File: src/hw/osmc_pkg.sv
package osmc_pkg;

  // ==========================================================
  // Register map (byte addresses on the APB side)
  // ==========================================================
  localparam logic [7:0] OSMC_CFG_OFS = 8'h00;
  localparam logic [7:0] OSMC_ALLOC_OFS = 8'h04;
  localparam logic [7:0] OSMC_TORQUE_OFS = 8'h08;
  localparam logic [7:0] OSMC_CTRL_OFS = 8'h0C;
  localparam logic [7:0] OSMC_STATUS_OFS = 8'h10;

  // ==========================================================
  // Field layout
  // ==========================================================
  localparam int OSMC_CFG_FWD_DIS_BIT = 0;
  localparam int OSMC_CFG_REV_DIS_BIT = 1;
  localparam int OSMC_CFG_G1_LSB = 4;
  localparam int OSMC_CFG_OT_LSB = 8;
  localparam int OSMC_CFG_G2_LSB = 12;
  localparam int OSMC_CTRL_RESTART_BIT = 0;
  localparam int OSMC_CTRL_CLEAR_BIT = 1;

  // ==========================================================
  // Reset values and limits
  // ==========================================================
  localparam logic [31:0] OSMC_CFG_RST = 32'h0000_0000;
  localparam logic [3:0] OSMC_ALLOC_RST = 4'h1;
  localparam logic [3:0] OSMC_ALLOC_MAP_A = 4'h1;
  localparam logic [3:0] OSMC_ALLOC_MAP_B = 4'h2;
  localparam logic [8:0] OSMC_TORQUE_RST = 9'h12C;
  localparam logic [8:0] OSMC_TORQUE_MAX = 9'h15E;
  localparam logic [2:0] OSMC_G2_SEL_WARN = 3'h5;
  localparam logic [31:0] OSMC_RDATA_ZERO = 32'h0000_0000;

  // ==========================================================
  // Enumerations
  // ==========================================================
  typedef enum logic [1:0] {
    OSMC_METH_NONE,
    OSMC_METH_DB,
    OSMC_METH_COAST,
    OSMC_METH_REVB
  } osmc_meth_type;

  typedef enum logic [1:0] {
    OSMC_POST_OPER,
    OSMC_POST_COAST,
    OSMC_POST_DB,
    OSMC_POST_ZCLAMP
  } osmc_post_type;

  typedef enum logic [2:0] {
    OSMC_CAUSE_NONE,
    OSMC_CAUSE_G1,
    OSMC_CAUSE_G2,
    OSMC_CAUSE_OT,
    OSMC_CAUSE_SOFF
  } osmc_cause_type;

endpackage

File: src/hw/osmc_stop_select.sv
`timescale 1ns/1ps
`default_nettype none
module osmc_stop_select
  import osmc_pkg::*;
(
  input wire osmc_cause_type i_cause,
  input wire logic [1:0] i_group_one_stop_sel,
  input wire logic [1:0] i_overtravel_stop_sel,
  input wire logic [2:0] i_group_two_stop_sel,
  output osmc_meth_type o_method,
  output osmc_post_type o_post
);

  // ==========================================================
  // Decode of the latched selections per stop cause
  // ==========================================================
  always_comb begin
    o_method = OSMC_METH_NONE;
    o_post = OSMC_POST_OPER;
    case (i_cause)
      OSMC_CAUSE_G1, OSMC_CAUSE_SOFF: begin
        case (i_group_one_stop_sel)
          2'h1: begin
            o_method = OSMC_METH_DB;
            o_post = OSMC_POST_DB;
          end
          2'h2: begin
            o_method = OSMC_METH_COAST;
            o_post = OSMC_POST_COAST;
          end
          // Undefined code 3 falls back to the safe default
          default: begin
            o_method = OSMC_METH_DB;
            o_post = OSMC_POST_COAST;
          end
        endcase
      end
      OSMC_CAUSE_OT: begin
        case (i_overtravel_stop_sel)
          2'h1: begin
            o_method = OSMC_METH_DB;
            o_post = OSMC_POST_DB;
          end
          2'h2: begin
            o_method = OSMC_METH_REVB;
            o_post = OSMC_POST_ZCLAMP;
          end
          2'h3: begin
            o_method = OSMC_METH_REVB;
            o_post = OSMC_POST_COAST;
          end
          default: begin
            o_method = OSMC_METH_DB;
            o_post = OSMC_POST_COAST;
          end
        endcase
      end
      OSMC_CAUSE_G2: begin
        case (i_group_two_stop_sel)
          3'h1: begin
            o_method = OSMC_METH_DB;
            o_post = OSMC_POST_DB;
          end
          3'h2: begin
            o_method = OSMC_METH_COAST;
            o_post = OSMC_POST_COAST;
          end
          3'h3: begin
            o_method = OSMC_METH_REVB;
            o_post = OSMC_POST_DB;
          end
          3'h4: begin
            o_method = OSMC_METH_REVB;
            o_post = OSMC_POST_COAST;
          end
          3'h5: begin
            o_method = OSMC_METH_NONE;
            o_post = OSMC_POST_OPER;
          end
          default: begin
            o_method = OSMC_METH_DB;
            o_post = OSMC_POST_COAST;
          end
        endcase
      end
      default: begin
        o_method = OSMC_METH_NONE;
        o_post = OSMC_POST_OPER;
      end
    endcase
  end

endmodule
`default_nettype wire

File: src/hw/osmc_apb_regs.sv
`timescale 1ns/1ps
`default_nettype none
module osmc_apb_regs
  import osmc_pkg::*;
(
  input wire logic i_clk,
  input wire logic i_arst_n,
  input wire logic i_psel,
  input wire logic i_penable,
  input wire logic i_pwrite,
  input wire logic [7:0] i_paddr,
  input wire logic [31:0] i_pwdata,
  input wire logic [31:0] i_status,
  output logic [31:0] o_prdata,
  output logic o_pready,
  output logic o_pslverr,
  output logic [31:0] o_cfg,
  output logic [3:0] o_alloc,
  output logic [8:0] o_torque,
  output logic o_restart,
  output logic o_clear
);

  logic setup;
  logic wr_en;
  logic mapped;

  // ==========================================================
  // APB slave: no wait state, answer in the first access cycle
  // ==========================================================
  assign setup = i_psel & ~i_penable;
  assign wr_en = i_psel & i_penable & o_pready & i_pwrite;
  assign mapped = (i_paddr == OSMC_CFG_OFS) || (i_paddr == OSMC_ALLOC_OFS) ||
                  (i_paddr == OSMC_TORQUE_OFS) || (i_paddr == OSMC_CTRL_OFS) ||
                  (i_paddr == OSMC_STATUS_OFS);

  always_ff @(posedge i_clk or negedge i_arst_n) begin
    if (!i_arst_n) begin
      o_pready <= 1'b0;
      o_pslverr <= 1'b0;
    end else begin
      o_pready <= setup;
      o_pslverr <= setup & ~mapped;
    end
  end

  always_ff @(posedge i_clk or negedge i_arst_n) begin
    if (!i_arst_n) begin
      o_prdata <= OSMC_RDATA_ZERO;
    end else if (setup && !i_pwrite) begin
      case (i_paddr)
        OSMC_CFG_OFS: o_prdata <= o_cfg;
        OSMC_ALLOC_OFS: o_prdata <= {28'h0000000, o_alloc};
        OSMC_TORQUE_OFS: o_prdata <= {23'h000000, o_torque};
        OSMC_STATUS_OFS: o_prdata <= i_status;
        default: o_prdata <= OSMC_RDATA_ZERO;
      endcase
    end
  end

  // ==========================================================
  // Writable registers
  // ==========================================================
  always_ff @(posedge i_clk or negedge i_arst_n) begin
    if (!i_arst_n) begin
      o_cfg <= OSMC_CFG_RST;
      o_alloc <= OSMC_ALLOC_RST;
    end else if (wr_en) begin
      if (i_paddr == OSMC_CFG_OFS) begin
        o_cfg <= i_pwdata & 32'h0000_733F;
      end
      if (i_paddr == OSMC_ALLOC_OFS) begin
        o_alloc <= i_pwdata[3:0];
      end
    end
  end

  // Out-of-range torque writes saturate at the top of the range
  always_ff @(posedge i_clk or negedge i_arst_n) begin
    if (!i_arst_n) begin
      o_torque <= OSMC_TORQUE_RST;
    end else if (wr_en && i_paddr == OSMC_TORQUE_OFS) begin
      if (i_pwdata[31:9] != 23'h000000 || i_pwdata[8:0] > OSMC_TORQUE_MAX) begin
        o_torque <= OSMC_TORQUE_MAX;
      end else begin
        o_torque <= i_pwdata[8:0];
      end
    end
  end

  always_ff @(posedge i_clk or negedge i_arst_n) begin
    if (!i_arst_n) begin
      o_restart <= 1'b0;
      o_clear <= 1'b0;
    end else begin
      o_restart <= wr_en && i_paddr == OSMC_CTRL_OFS && i_pwdata[OSMC_CTRL_RESTART_BIT];
      o_clear <= wr_en && i_paddr == OSMC_CTRL_OFS && i_pwdata[OSMC_CTRL_CLEAR_BIT];
    end
  end

endmodule
`default_nettype wire

File: src/hw/osmc_top.sv
// Functional notes
// - Forward limit active allows forward; inactive prohibits forward, flags forward overtravel.
// - Reverse limit active allows reverse; inactive prohibits reverse, flags reverse overtravel.
// - Forward disable field defaults 0; 1 ignores input; effective after restart.
// - Reverse disable field defaults 0; 1 ignores input; effective after restart.
// - Overtravel disabled unless input allocation setting is 1 or 2.
// - Stop on servo off, group-one, group-two alarm, safe state, overtravel.
// - Group-one selection: 0 brake/coast, 1 brake/brake hold, 2 coast/coast.
// - Overtravel selection: 0 brake/coast, 1 brake/hold, 2 reverse/clamp, 3 reverse/coast.
// - Reverse brake forces zero speed reference, bypasses soft start, limits torque.
// - Group-two selection codes 0 to 5 pick method and post state.
// - Group-two selection 5 treats group-two alarms as warnings, no stop.
// - With selection 5 the alarm stays latched until manual clear.
// - Group-two selection 3 or 4 decelerates under the reverse brake limit.
// - Torque limit 0 to 350 percent, default 300, effective immediately.
// - Limit is percent of rated torque, also clamped to motor maximum.
// - Zero clamp closes position loop at reference zero after stop.
// - Coasting releases control; brake hold keeps braking connection engaged.
`timescale 1ns/1ps
`default_nettype none
module osmc_top
  import osmc_pkg::*;
#(
  parameter int TORQUE_W = 9
) (
  input wire logic i_clk,
  input wire logic i_arst_n,
  input wire logic i_psel,
  input wire logic i_penable,
  input wire logic i_pwrite,
  input wire logic [7:0] i_paddr,
  input wire logic [31:0] i_pwdata,
  output logic [31:0] o_prdata,
  output logic o_pready,
  output logic o_pslverr,
  input wire logic i_forward_limit_input,
  input wire logic i_reverse_limit_input,
  input wire logic i_servo_on,
  input wire logic i_safe_state,
  input wire logic i_group_one_alarm,
  input wire logic i_group_two_alarm,
  input wire logic i_motor_standstill,
  input wire logic [TORQUE_W-1:0] i_motor_max_torque,
  output logic o_forward_prohibit,
  output logic o_reverse_prohibit,
  output logic o_forward_overtravel,
  output logic o_reverse_overtravel,
  output logic o_stop_active,
  output logic [1:0] o_stop_method,
  output logic [1:0] o_post_state,
  output logic o_power_enable,
  output logic o_dynamic_brake_hold,
  output logic o_speed_ref_zero,
  output logic o_softstart_bypass,
  output logic o_torque_limit_en,
  output logic [TORQUE_W-1:0] o_torque_limit,
  output logic o_zero_clamp_loop,
  output logic o_group_two_warning
);

  typedef enum logic [1:0] {
    OSMC_ST_RUN,
    OSMC_ST_STOPPING,
    OSMC_ST_STOPPED
  } osmc_state_type;

  logic [31:0] cfg_w;
  logic [3:0] alloc_w;
  logic [8:0] torque_w;
  logic restart_w;
  logic clear_w;
  logic [31:0] status_w;

  logic load_pending_r;
  logic fwd_dis_r;
  logic rev_dis_r;
  logic [1:0] g1_sel_r;
  logic [1:0] ot_sel_r;
  logic [2:0] g2_sel_r;
  logic [3:0] alloc_r;

  logic ot_enabled;
  logic fwd_ot_nxt;
  logic rev_ot_nxt;
  logic g2_latched_r;
  logic g2_stops;
  osmc_cause_type cause_nxt;
  osmc_cause_type cause_r;
  osmc_meth_type meth_w;
  osmc_post_type post_w;
  osmc_meth_type meth_r;
  osmc_post_type post_r;
  osmc_state_type state_r;
  osmc_state_type state_nxt;
  logic [TORQUE_W-1:0] torque_lim_nxt;

  // ==========================================================
  // Register slave
  // ==========================================================
  osmc_apb_regs u_regs (
    .i_clk(i_clk),
    .i_arst_n(i_arst_n),
    .i_psel(i_psel),
    .i_penable(i_penable),
    .i_pwrite(i_pwrite),
    .i_paddr(i_paddr),
    .i_pwdata(i_pwdata),
    .i_status(status_w),
    .o_prdata(o_prdata),
    .o_pready(o_pready),
    .o_pslverr(o_pslverr),
    .o_cfg(cfg_w),
    .o_alloc(alloc_w),
    .o_torque(torque_w),
    .o_restart(restart_w),
    .o_clear(clear_w)
  );

  assign status_w = {19'h00000, cause_r, state_r, post_r, meth_r,
                     g2_latched_r, o_stop_active, o_reverse_overtravel,
                     o_forward_overtravel};

  // ==========================================================
  // Restart-effective shadows
  // ==========================================================
  // Capture happens on the first edge after release, so a strap-like
  // setting never loads through the asynchronous reset path.
  always_ff @(posedge i_clk or negedge i_arst_n) begin
    if (!i_arst_n) begin
      load_pending_r <= 1'b1;
    end else begin
      load_pending_r <= 1'b0;
    end
  end

  always_ff @(posedge i_clk or negedge i_arst_n) begin
    if (!i_arst_n) begin
      fwd_dis_r <= 1'b0;
      rev_dis_r <= 1'b0;
      g1_sel_r <= 2'h0;
      ot_sel_r <= 2'h0;
      g2_sel_r <= 3'h0;
      alloc_r <= OSMC_ALLOC_RST;
    end else if (load_pending_r || restart_w) begin
      fwd_dis_r <= cfg_w[OSMC_CFG_FWD_DIS_BIT];
      rev_dis_r <= cfg_w[OSMC_CFG_REV_DIS_BIT];
      g1_sel_r <= cfg_w[OSMC_CFG_G1_LSB +: 2];
      ot_sel_r <= cfg_w[OSMC_CFG_OT_LSB +: 2];
      g2_sel_r <= cfg_w[OSMC_CFG_G2_LSB +: 3];
      alloc_r <= alloc_w;
    end
  end

  // ==========================================================
  // Overtravel detection
  // ==========================================================
  assign ot_enabled = (alloc_r == OSMC_ALLOC_MAP_A) || (alloc_r == OSMC_ALLOC_MAP_B);
  assign fwd_ot_nxt = ot_enabled & ~fwd_dis_r & ~i_forward_limit_input;
  assign rev_ot_nxt = ot_enabled & ~rev_dis_r & ~i_reverse_limit_input;

  always_ff @(posedge i_clk or negedge i_arst_n) begin
    if (!i_arst_n) begin
      o_forward_overtravel <= 1'b0;
      o_reverse_overtravel <= 1'b0;
      o_forward_prohibit <= 1'b0;
      o_reverse_prohibit <= 1'b0;
    end else begin
      o_forward_overtravel <= fwd_ot_nxt;
      o_reverse_overtravel <= rev_ot_nxt;
      o_forward_prohibit <= fwd_ot_nxt;
      o_reverse_prohibit <= rev_ot_nxt;
    end
  end

  // ==========================================================
  // Group-two alarm latch
  // ==========================================================
  // A new alarm in the clearing cycle wins, so no event is dropped.
  always_ff @(posedge i_clk or negedge i_arst_n) begin
    if (!i_arst_n) begin
      g2_latched_r <= 1'b0;
    end else if (i_group_two_alarm) begin
      g2_latched_r <= 1'b1;
    end else if (clear_w) begin
      g2_latched_r <= 1'b0;
    end
  end

  always_ff @(posedge i_clk or negedge i_arst_n) begin
    if (!i_arst_n) begin
      o_group_two_warning <= 1'b0;
    end else begin
      o_group_two_warning <= (g2_latched_r | i_group_two_alarm) &&
                             g2_sel_r == OSMC_G2_SEL_WARN;
    end
  end

  // ==========================================================
  // Stop cause with fixed priority
  // ==========================================================
  assign g2_stops = (g2_latched_r | i_group_two_alarm) && g2_sel_r != OSMC_G2_SEL_WARN;

  always_comb begin
    cause_nxt = OSMC_CAUSE_NONE;
    if (i_group_one_alarm || i_safe_state) begin
      cause_nxt = OSMC_CAUSE_G1;
    end else if (g2_stops) begin
      cause_nxt = OSMC_CAUSE_G2;
    end else if (fwd_ot_nxt || rev_ot_nxt) begin
      cause_nxt = OSMC_CAUSE_OT;
    end else if (!i_servo_on) begin
      cause_nxt = OSMC_CAUSE_SOFF;
    end
  end

  osmc_stop_select u_select (
    .i_cause(cause_nxt),
    .i_group_one_stop_sel(g1_sel_r),
    .i_overtravel_stop_sel(ot_sel_r),
    .i_group_two_stop_sel(g2_sel_r),
    .o_method(meth_w),
    .o_post(post_w)
  );

  // ==========================================================
  // Stop sequence
  // ==========================================================
  always_comb begin
    state_nxt = state_r;
    case (state_r)
      OSMC_ST_RUN: begin
        if (cause_nxt != OSMC_CAUSE_NONE) begin
          state_nxt = OSMC_ST_STOPPING;
        end
      end
      OSMC_ST_STOPPING: begin
        if (cause_nxt == OSMC_CAUSE_NONE) begin
          state_nxt = OSMC_ST_RUN;
        end else if (i_motor_standstill) begin
          state_nxt = OSMC_ST_STOPPED;
        end
      end
      OSMC_ST_STOPPED: begin
        if (cause_nxt == OSMC_CAUSE_NONE) begin
          state_nxt = OSMC_ST_RUN;
        end
      end
      default: state_nxt = OSMC_ST_RUN;
    endcase
  end

  always_ff @(posedge i_clk or negedge i_arst_n) begin
    if (!i_arst_n) begin
      state_r <= OSMC_ST_RUN;
    end else begin
      state_r <= state_nxt;
    end
  end

  // A higher cause arriving mid-stop re-selects method and post state.
  always_ff @(posedge i_clk or negedge i_arst_n) begin
    if (!i_arst_n) begin
      cause_r <= OSMC_CAUSE_NONE;
      meth_r <= OSMC_METH_NONE;
      post_r <= OSMC_POST_OPER;
    end else begin
      cause_r <= cause_nxt;
      meth_r <= meth_w;
      post_r <= post_w;
    end
  end

  always_ff @(posedge i_clk or negedge i_arst_n) begin
    if (!i_arst_n) begin
      o_stop_active <= 1'b0;
      o_stop_method <= 2'h0;
      o_post_state <= 2'h0;
    end else begin
      o_stop_active <= state_nxt != OSMC_ST_RUN;
      o_stop_method <= (state_nxt == OSMC_ST_STOPPING) ? meth_w : OSMC_METH_NONE;
      o_post_state <= (state_nxt == OSMC_ST_STOPPED) ? post_w : OSMC_POST_OPER;
    end
  end

  // ==========================================================
  // Power stage commands
  // ==========================================================
  always_ff @(posedge i_clk or negedge i_arst_n) begin
    if (!i_arst_n) begin
      o_power_enable <= 1'b0;
      o_dynamic_brake_hold <= 1'b0;
      o_zero_clamp_loop <= 1'b0;
    end else begin
      case (state_nxt)
        OSMC_ST_STOPPING: begin
          o_power_enable <= meth_w == OSMC_METH_REVB;
          o_dynamic_brake_hold <= meth_w == OSMC_METH_DB;
          o_zero_clamp_loop <= 1'b0;
        end
        OSMC_ST_STOPPED: begin
          o_power_enable <= post_w == OSMC_POST_ZCLAMP;
          o_dynamic_brake_hold <= post_w == OSMC_POST_DB;
          o_zero_clamp_loop <= post_w == OSMC_POST_ZCLAMP;
        end
        default: begin
          o_power_enable <= 1'b1;
          o_dynamic_brake_hold <= 1'b0;
          o_zero_clamp_loop <= 1'b0;
        end
      endcase
    end
  end

  // Reverse brake: no ramp, hard zero speed, torque bounded by the limit
  always_ff @(posedge i_clk or negedge i_arst_n) begin
    if (!i_arst_n) begin
      o_speed_ref_zero <= 1'b0;
      o_softstart_bypass <= 1'b0;
      o_torque_limit_en <= 1'b0;
    end else begin
      o_speed_ref_zero <= state_nxt == OSMC_ST_STOPPING && meth_w == OSMC_METH_REVB;
      o_softstart_bypass <= state_nxt == OSMC_ST_STOPPING && meth_w == OSMC_METH_REVB;
      o_torque_limit_en <= state_nxt == OSMC_ST_STOPPING && meth_w == OSMC_METH_REVB;
    end
  end

  // Limit is in percent of rated torque; the motor ceiling wins when lower
  assign torque_lim_nxt = (TORQUE_W'(torque_w) > i_motor_max_torque) ?
                          i_motor_max_torque : TORQUE_W'(torque_w);

  always_ff @(posedge i_clk or negedge i_arst_n) begin
    if (!i_arst_n) begin
      o_torque_limit <= '0;
    end else begin
      o_torque_limit <= torque_lim_nxt;
    end
  end

endmodule
`default_nettype wire

File: config.mk
export PLATFORM = sky130hd
export DESIGN_NAME = osmc_top
export DESIGN_NICKNAME = d
export VERILOG_FILES = /design/src/hw/osmc_pkg.sv /design/src/hw/osmc_stop_select.sv /design/src/hw/osmc_apb_regs.sv /design/src/hw/osmc_top.sv
export SDC_FILE = /design/constraint.sdc
export NUM_CORES = 1
export LEC_CHECK = 0
export BUFFER_PORTS_ARGS = -buffer_cell sky130_fd_sc_hd__buf_2
export CAP_MARGIN = 20
export CORE_ASPECT_RATIO = 0.7
export CORE_UTILIZATION = 50
export CTS_CLUSTER_SIZE = 20
export DETAILED_ROUTE_END_ITERATION = 8
export PLACE_DENSITY = 0.83
export SETUP_SLACK_MARGIN = 0.15
export SYNTH_ARGS = -nofsm -noshare
export SYNTH_HDL_FRONTEND = slang
export SYNTH_HIERARCHICAL = 1
export SYNTH_SLANG_ARGS = --single-unit
File: constraint.sdc
create_clock -name i_clk -period 3.5 [get_ports i_clk]
set_input_delay 0.35 -clock i_clk [delete_from_list [all_inputs] [get_ports i_clk]]
set_output_delay 0.35 -clock i_clk [all_outputs]
set_load 0.01 [all_outputs]
==> impl_metrics.py, run 1 <==
metrics = {
    "timing": {
        "finalSetupTns_ns": 0,
        "period_needed_ns": 2.77,
        "worst_hold_slack_ns": 0.122,
        "setup_violations": 0,
        "hold_viol_final": 0,
        "relSlewSlack": 0.418,
        "rsz0062_at_grt": "false",
        "final.setup_skew_ns": 0.00901,
        "fmax_ghz": 0.361,
        "slew_viol_final": 0,
        "worst_pin_slew_ns": 0.874,
        "fin_crit_sh": 0.791,
    },
    "setup_path": {
        "crit_buf_inv": 0,
        "setup.worst_path.end_class": "flip-flop",
        "setup.worst_path.class": "reg -> reg",
        "slowest_stage": "o21ai_0",
        "reg2reg_slack_ns": 0.73,
        "startpoint_type": "flip-flop",
        "crit_chain": "or2_1 -> a2111o_1 -> o21ai_0 -> nor3b_1 -> nor2b_1 -> a211o_1 -> and3_1 -> nor2_1 -> nand2_1",
        "cp_top_family": "compound AO/OA/AOI/OAI gates",
        "worstPathRequired_ns": 3.74,
        "worstPathMaxFanout": 5,
        "arrival_ns": 3.01,
        "cp_slowest_stage_delay_ns": 0.53,
    },
    "detailed_routing": {
        "drcViolationCount": 0,
        "drt_wl_total_microns": 12400,
        "viasPerCell": 5.86,
        "vias": 4110,
        "wl_per_cell_microns": 17.7,
        "ant_nets": 0,
        "firstDrtPassIters": 6,
        "dr.first_iter.drc_count": 338,
    },
    "clock_network": {
        "tritoncts": "yes",
        "cts_buffers": 9,
        "cts_setup_buffers": 0,
        "clk_latency_ns": 0.35,
        "cts_max_path_buffers": 2,
        "ctsRootBufferMaster": "clkbuf_16",
        "cts_sinks": 105,
        "path_clk_slew_ns": 0.07,
        "htree_levels": 3,
        "cts_resized": 0,
        "cts-hold-fix-buffers": 0,
    },
    "placement": {
        "placedInstanceArea_sq_um": 5730,
        "place.detailed.hpwl_microns": 9180,
        "numPortBuffers": 119,
        "gp_congestion": 0.925,
    },
    "power": {
        "power_leakage_nw": 3.09,
        "pwr_density_cell_nw_per_um2": 442,
        "vdd_drop_max_mv": 0.239,
        "finalPower_mw": 2.68,
    },
    "logic_synthesis": {
        "synth.yosys.warnings": 6,
        "synthCells": 434,
        "syn_area_per_cell_sq_um": 11.4,
        "netlist_area_sq_um": 4960,
    },
    "global_route": {
        "antenna_found_initial": 0,
        "grt_pass1_wl_microns": 19600,
        "grt_pass1_vias": 3906,
        "grt_start_max_net_pins": 70,
        "grt_overflow": 0,
        "grtUsageTotal": 0.250,
    },
    "layout": {
        "synthToLayoutAreaGrowth_pct": 21.9,
        "finalInstanceArea_sq_um": 6050,
        "drive_above_1_share": 0.323,
        "fin_nets": 645,
        "diodes": 0,
        "final_core_util": 0.625,
    },
    "outcome": {
        "status": "finished clean",
    },
    "floorplan": {
        "initial_core_util": 0.513,
        "die_h_microns": 85.4,
        "boundaryPins": 120,
        "die_area_sq_um": 10300,
        "core-area_sq_um": 9680,
        "core.rowCount": 30,
        "die_x_microns": 121,
    },
    "job": {
        "cap_violations": 0,
    },
    "min_path": {
        "hold_path.class": "in -> async",
    },
}
area by class of cell:
class                      instances  area [sq um]
clock buffer                      10           229
clock inverter                     6          90.1
fill                             761          3630
inverter                          21          78.8
multi-input combinational        308          2220
sequential                       105          2640
tap                              128           160
timing repair buffer             123           641
report_power, final:
group / internal [mW] / total, mW / switching, mW
Combinational: 0.128 / 0.311 / 0.184
Sequential: 1.26 / 1.29 / 0.0276
Clock: 0.630 / 1.08 / 0.449
Total: 2.02 / 2.68 / 0.661
flip-flops by register name (all words and copies together), names as in the netlist, 3 cells and up:
signal           cells
u_regs/o_torque      9
u_regs/o_alloc       4
o_torque_limit       9
u_regs/o_prdata     32
u_regs/o_cfg        11
cause_r              3
alloc_r              4
g2_sel_r             3
cell usage in the layout, fill, tap and decap left out, types with 3 or more instances in the layout:
cell type,instances
mux2_2,29
buf_4,4
and3_1,5
a21o_1,3
nor2_1,21
o21a_1,3
clkbuf_16,9
nand3b_1,4
nor4_1,5
o211ai_1,10
inv_1,21
a22o_1,29
o21ai_0,24
nor3b_1,3
dfrtp_1,98
or3b_1,3
nand3_1,14
buf_2,118
nand4_1,14
a21oi_1,9
a2bb2oi_1,6
nand2_1,19
nand2b_1,4
a211oi_1,4
conb_1,20
and4_1,4
dfstp_2,7
nor2b_1,8
nor3_1,3
and2_1,5
ha_1,16
mux2i_1,8
stage by stage:
stage | setup slack [ns] | cells
after floorplan | 0.877 | 453
after global placement | 0.810 | 684
after detailed placement | 0.707 | 684
after CTS | 0.756 | 700
after global routing | 0.521 | 701
final | 0.731 | 701
routing by layer:
layer	part of all wire	track usage	vias to the layer above
met5	0	0	-
met4	0.016	0.0786	0
met2	0.46	0.385	234
met1	0.44	0.349	2002
met3	0.083	0.0645	22
li1	-	-	1852
final timing paths:
check,to,from,depth (start not counted)
min in group i_clk,u_regs/o_pready,i_penable,2
setup reg to reg,o_power_enable,fwd_dis_r,9
hold reg to reg,u_regs/o_prdata[11],cause_r[1],1
hold / removal,o_torque_limit[5],i_arst_n,1
max in group asynchronous,u_regs/o_alloc[0],i_arst_n,2
setup / recovery,o_power_enable,fwd_dis_r,9
Note: power is estimated with default switching activity, not from simulation.
==> inputs of run 2 (changes only) <==
--- a/config.mk
+++ b/config.mk
@@ -5,6 +5,7 @@
 export SDC_FILE = /design/constraint.sdc
 export NUM_CORES = 1
 export LEC_CHECK = 0
+export ABC_AREA = 1
 export BUFFER_PORTS_ARGS = -buffer_cell sky130_fd_sc_hd__buf_2
 export CAP_MARGIN = 20
 export CORE_ASPECT_RATIO = 0.7
==> constraint.sdc (replaced) <==
create_clock -name i_clk -period 2.89 [get_ports i_clk]
set_input_delay 0.289 -clock i_clk [delete_from_list [all_inputs] [get_ports i_clk]]
set_output_delay 0.289 -clock i_clk [all_outputs]
set_load 0.01 [all_outputs]
==> run 2 against run 1 <==
Synthesized cell count grew 42%; flip-flop and latch count unchanged; die area grew 4.6%; non-clock buffer count shrank 1; final cell count rose by 26%; worst hold slack gained 0.020 ns; critical path depth is 2 higher; clock skew down 0.0023 ns; power increased by 16%.
==> impl_metrics.py, run 2 <==
metrics = {
    "layout": {
        "finalInstanceArea_sq_um": 6230,
        "reg_top3": "u_regs/o_prdata: 32 flops, u_regs/o_cfg: 11 flops",
        "drive_above_1_share": 0.251,
        "diodes": 0,
        "final_cell_mix": "nand2_1 (212), buf_2 (118), dfrtp_1 (98)",
        "regMostFlops": "u_regs/o_prdata",
        "synthToLayoutAreaGrowth_pct": 19.9,
        "layout_commonest_cell": "nand2_1",
        "largest_reg_flops": 32,
        "fin_nets": 829,
    },
    "global_route": {
        "grt_overflow": 0,
        "antenna_found_initial": 0,
        "grt_pass1_vias": 4353,
        "grt_start_max_net_pins": 59,
        "grtUsageTotal": 0.253,
        "grt_pass1_wl_microns": 20600,
    },
    "detailed_routing": {
        "viasPerCell": 5.20,
        "vias": 4598,
        "firstDrtPassIters": 5,
        "drcViolationCount": 0,
        "drt_wl_total_microns": 13000,
        "dr.first_iter.drc_count": 476,
        "wl_per_cell_microns": 14.7,
        "ant_nets": 0,
    },
    "logic_synthesis": {
        "netlist_area_sq_um": 5200,
        "synth.yosys.warnings": 6,
        "synthCells": 618,
        "syn_area_per_cell_sq_um": 8.41,
    },
    "placement": {
        "placedInstanceArea_sq_um": 5930,
        "numPortBuffers": 119,
        "place.detailed.hpwl_microns": 9630,
        "gp_congestion": 0.933,
    },
    "timing": {
        "setup_violations": 0,
        "fmax_ghz": 0.407,
        "worst_pin_slew_ns": 0.732,
        "finalSetupTns_ns": 0,
        "final.setup_skew_ns": 0.00670,
        "period_needed_ns": 2.46,
        "slew_viol_final": 0,
        "fin_crit_sh": 0.850,
        "relSlewSlack": 0.511,
        "hold_viol_final": 0,
        "rsz0062_at_grt": "false",
    },
    "clock_network": {
        "path_clk_slew_ns": 0.07,
        "tritoncts": "yes",
        "cts_max_path_buffers": 2,
        "cts_buffers": 9,
        "htree_levels": 3,
        "clk_latency_ns": 0.34,
        "ctsRootBufferMaster": "clkbuf_16",
        "cts_sinks": 105,
    },
    "setup_path": {
        "worstPathRequired_ns": 3.14,
        "setup.worst_path.end_class": "flip-flop",
        "startpoint_type": "flip-flop",
        "arrival_ns": 2.71,
        "worstPathMaxFanout": 5,
        "setup.worst_path.class": "reg -> reg",
        "reg2reg_slack_ns": 0.43,
    },
    "job": {
        "cap_violations": 0,
    },
    "floorplan": {
        "core.rowCount": 30,
        "initial_core_util": 0.524,
        "die_x_microns": 124,
        "die_h_microns": 87.3,
        "boundaryPins": 120,
        "core-area_sq_um": 9910,
        "die_area_sq_um": 10800,
    },
    "power": {
        "clockPowerShare": 0.374,
        "pwr_density_cell_nw_per_um2": 500,
        "p_sw_frac": 0.253,
        "p_sw_mw": 0.787,
        "sequentialPowerShare": 0.501,
        "vdd_drop_max_mv": 0.281,
        "comb_power_share": 0.125,
        "power_leakage_nw": 3.62,
        "intPower_mw": 2.33,
    },
    "outcome": {
        "status": "finished clean",
    },
    "min_path": {
        "hold_path.class": "in -> reg",
    },
}
[run 2: worst max-delay path, cell delays in order, from the launching register on]
cell and delay [ns]:
dfrtp_1 0.42, inv_1 0.09, nand3_1 0.10, o21ai_0 0.19
and2_1 0.25, nand2_1 0.06, nor2_1 0.40, nor2_1 0.15
o21ai_0 0.14, nand3_1 0.19, nand3b_1 0.20, a21boi_0 0.19
[run 2: area by class of cell]
cell class,count,area [sq um]
fill,859,3680
tap,128,160
clock buffer,14,274
clock inverter,2,12.5
multi-input combinational,453,2280
sequential,105,2640
timing repair buffer,122,636
inverter,61,229
[run 2: what timing repair did]
item                                   in CTS  in global routing
setup buffers                               0                  0
endpoints found under the hold margin      47                  0
hold buffers                                1                  0
gates resized for setup                     0                  1
setup endpoints to repair                   0                  2
[run 2: layer usage]
metal / routed length (microns) / up-vias / global-route usage / part of all wire
met5: 0 / - / 0 / 0
met4: 360 / 0 / 0.0942 / 0.028
met3: 1110 / 39 / 0.0609 / 0.086
met2: 5780 / 231 / 0.404 / 0.45
met1: 5740 / 2138 / 0.334 / 0.44
li1: - / 2190 / - / -
[run 2: stage by stage]
stage | setup WS (ns) | utilization | instances | hold WS, ns | power (mW)
finish | 0.433 | 0.629 | 885 | 0.142 | 3.12
global route | 0.231 | 0.629 | 885 | 0.153 | 3.25
CTS | 0.369 | 0.628 | 885 | 0.138 | 3.14
detailed placement | 0.411 | 0.598 | 868 | 0.342 | 1.97
global placement | 0.696 | 0.598 | 868 | 0.329 | 1.96
floorplan | 0.835 | - | 637 | -0.00659 | 1.80
[run 2: path summary, 6_finish.rpt]
kind,start,to,cells past startpoint
worst max-delay path,g2_sel_r[1],o_dynamic_brake_hold,11
worst min-delay path,i_penable,u_regs/o_pready,2
min in group asynchronous,i_arst_n,o_torque_limit[2],2
worst min register to register,u_regs/o_clear,g2_latched_r,1
max in group asynchronous,i_arst_n,load_pending_r,3
worst max register to register,g2_sel_r[1],o_dynamic_brake_hold,11
[run 2: power groups by stage]
stage | logic, mW | clock network, mW | registers [mW]
after floorplan | 0.197 | 0 | 1.60
after global placement | 0.369 | 0 | 1.59
after detailed placement | 0.385 | 0 | 1.59
after CTS | 0.390 | 1.18 | 1.56
after global routing | 0.442 | 1.24 | 1.57
final | 0.390 | 1.17 | 1.56
==> inputs of run 3 (changes only) <==
--- a/config.mk
+++ b/config.mk
@@ -9,6 +9,7 @@
 export BUFFER_PORTS_ARGS = -buffer_cell sky130_fd_sc_hd__buf_2
 export CAP_MARGIN = 20
 export CORE_ASPECT_RATIO = 0.7
+export CORE_MARGIN = 2
 export CORE_UTILIZATION = 50
 export CTS_CLUSTER_SIZE = 20
 export DETAILED_ROUTE_END_ITERATION = 8
@@ -18,3 +19,4 @@
 export SYNTH_HDL_FRONTEND = slang
 export SYNTH_HIERARCHICAL = 1
 export SYNTH_SLANG_ARGS = --single-unit
+export TNS_END_PERCENT = 1
==> constraint.sdc (replaced) <==
create_clock -name i_clk -period 2.73 [get_ports i_clk]
set_input_delay 0.273 -clock i_clk [delete_from_list [all_inputs] [get_ports i_clk]]
set_output_delay 0.273 -clock i_clk [all_outputs]
set_load 0.01 [all_outputs]
==> run 3 against run 2 <==
The run now ends with negative hold slack left; die area increased by 3.9%; highest routed layer unchanged; setup slack got worse by 0.0066 ns; critical endpoint unchanged; clock-buffer cell count shrank 3; largest cell class unchanged; non-clock buffer count is the same.
==> impl_metrics.py, run 3 (synthesis gave the netlist of run 2 again) <==
metrics = {
    "clock_network": {
        "cts_max_path_buffers": 2,
        "ctsRootBufferMaster": "clkbuf_16",
        "htree_levels": 3,
        "path_clk_slew_ns": 0.07,
        "cts_setup_buffers": 0,
        "cts-hold-fix-buffers": 0,
        "cts_resized": 0,
        "cts_buffers": 9,
        "cts_sinks": 105,
        "clk_latency_ns": 0.35,
        "tritoncts": "yes",
    },
    "power": {
        "vdd_drop_max_mv": 0.358,
        "power_leakage_nw": 3.65,
        "pwr_density_cell_nw_per_um2": 563,
    },
    "global_route": {
        "grt_overflow": 0,
        "antenna_found_initial": 0,
        "grt_start_max_net_pins": 58,
        "grt_pass1_wl_microns": 21200,
        "grt_pass1_vias": 4336,
        "grtUsageTotal": 0.242,
    },
    "placement": {
        "gp_congestion": 0.956,
        "numPortBuffers": 119,
        "place_ws_ns": 0.279,
        "place.detailed.hpwl_microns": 9510,
    },
    "floorplan": {
        "core.rowCount": 31,
        "die_h_microns": 89.3,
        "initial_core_util": 0.507,
        "die_x_microns": 126,
        "core-area_sq_um": 10200,
        "die_area_sq_um": 11200,
        "boundaryPins": 120,
    },
    "timing": {
        "setup_violations": 0,
        "fmax_ghz": 0.434,
        "fin_crit_sh": 0.844,
        "slew_viol_final": 0,
        "rsz0062_at_grt": "false",
        "period_needed_ns": 2.30,
        "relSlewSlack": 0.506,
        "final.setup_skew_ns": 0.00889,
        "setup_ws_ns": 0.426,
        "worst_pin_slew_ns": 0.741,
        "finalSetupTns_ns": 0,
        "worst_hold_slack_ns": -0.00896,
        "hold_viol_final": 20,
    },
    "setup_path": {
        "setup.worst_path.class": "reg -> reg",
        "reg2regPathDepth": 16,
        "startpoint_type": "flip-flop",
        "r2r_start": "alloc_r[0]",
        "worstPathMaxFanout": 5,
        "worstPathRequired_ns": 2.96,
        "worstReg2RegEnd": "o_dynamic_brake_hold",
        "setup.worst_path.end_class": "flip-flop",
        "critPathLaunch": "alloc_r[0]",
        "reg2reg_slack_ns": 0.43,
        "arrival_ns": 2.54,
    },
    "detailed_routing": {
        "drcViolationCount": 0,
        "dr.first_iter.drc_count": 411,
        "ant_nets": 0,
        "firstDrtPassIters": 5,
        "vias": 4464,
        "drt_wl_total_microns": 12700,
        "viasPerCell": 5.02,
        "wl_per_cell_microns": 14.3,
    },
    "layout": {
        "diodes": 0,
        "layout_commonest_cell": "nand2_1",
        "final_core_util": 0.613,
        "drive_above_1_share": 0.252,
        "fin_nets": 829,
        "synthToLayoutAreaGrowth_pct": 20.9,
        "final_cell_mix": "nand2_1 (212), buf_2 (118), dfrtp_1 (98)",
        "largest_reg_flops": 32,
        "fill_cells": 886,
        "reg_top3": "u_regs/o_prdata: 32 flops, u_regs/o_cfg: 11 flops",
        "regMostFlops": "u_regs/o_prdata",
    },
    "outcome": {
        "status": "complete, but fails checks",
        "violations": "negative hold slack",
    },
    "min_path": {
        "hold_path.class": "in -> async",
    },
    "job": {
        "cap_violations": 0,
    },
}
-- run 3: cell count changes in the layout (fill, tap and decap cells not counted), sizes merged --
cell	delta
buf	+1
clkinvlp	-1
bufinv	+3
clkbuf	-3
dlygate4sd3	-1
clkinv	+1
-- run 3: worst max-delay path, cell delays in order (launching register included) --
cell and delay [ns]:
dfstp_2 0.55, nand2_1 0.05, nand2_1 0.06, nor2_1 0.04, o21ai_0 0.10, and2_1 0.21
nand2_1 0.06, nor2_1 0.35, inv_2 0.10, nand3_1 0.11, nor2_1 0.05, nor2_1 0.11
nand2_1 0.08, nand2_1 0.12, inv_1 0.07, nand2_1 0.06, a21boi_0 0.07
-- run 3: metrics by stage --
step | std cells | power [mW] | instance area, sq um
2_1_floorplan | 637 | 1.90 | 5270
3_3_place_gp | 873 | 2.07 | 5940
3_5_place_dp | 873 | 2.09 | 5940
4_1_cts | 889 | 3.55 | 6280
5_1_grt | 889 | 3.68 | 6280
6_report | 889 | 3.53 | 6280
-- run 3: worst max path at each step --
stage | end | slack [ns] | cells past startpoint
floorplan | o_dynamic_brake_hold | 0.68 | 13
finish | o_dynamic_brake_hold | 0.43 | 16
global route | o_dynamic_brake_hold | 0.20 | 13
detailed placement | o_dynamic_brake_hold | 0.28 | 11
CTS | o_dynamic_brake_hold | 0.25 | 11
global placement | o_dynamic_brake_hold | 0.53 | 13
-- run 3: per-layer routing --
layer	routed length, microns	up-vias	GRT usage	share of wire
li1	-	2196	-	-
met1	5630	2084	0.321	0.44
met2	5840	166	0.396	0.46
met3	1050	18	0.0694	0.082
met4	224	0	0.0729	0.018
met5	0	-	0	0
-- run 3: final cells by class --
type / instances / area [sq um] / share of cell area
Sequential cell: 105 / 2640 / 0.420
Clock buffer: 11 / 233 / 0.0371
Tap cell: 132 / 165 / 0.0263
Clock inverter: 5 / 104 / 0.0165
Timing Repair Buffer: 122 / 633 / 0.101
Multi-Input combinational cell: 453 / 2280 / 0.363
Inverter: 61 / 229 / 0.0365
-- run 3: where the power goes --
| part | switching [mW] | leakage (nW) | internal (mW) |
|---|---|---|---|
| clock network | 0.572 | 0.164 | 0.897 |
| logic | 0.259 | 2.07 | 0.155 |
| registers | 0.0317 | 1.41 | 1.62 |
| total | 0.863 | 3.65 | 2.67 |
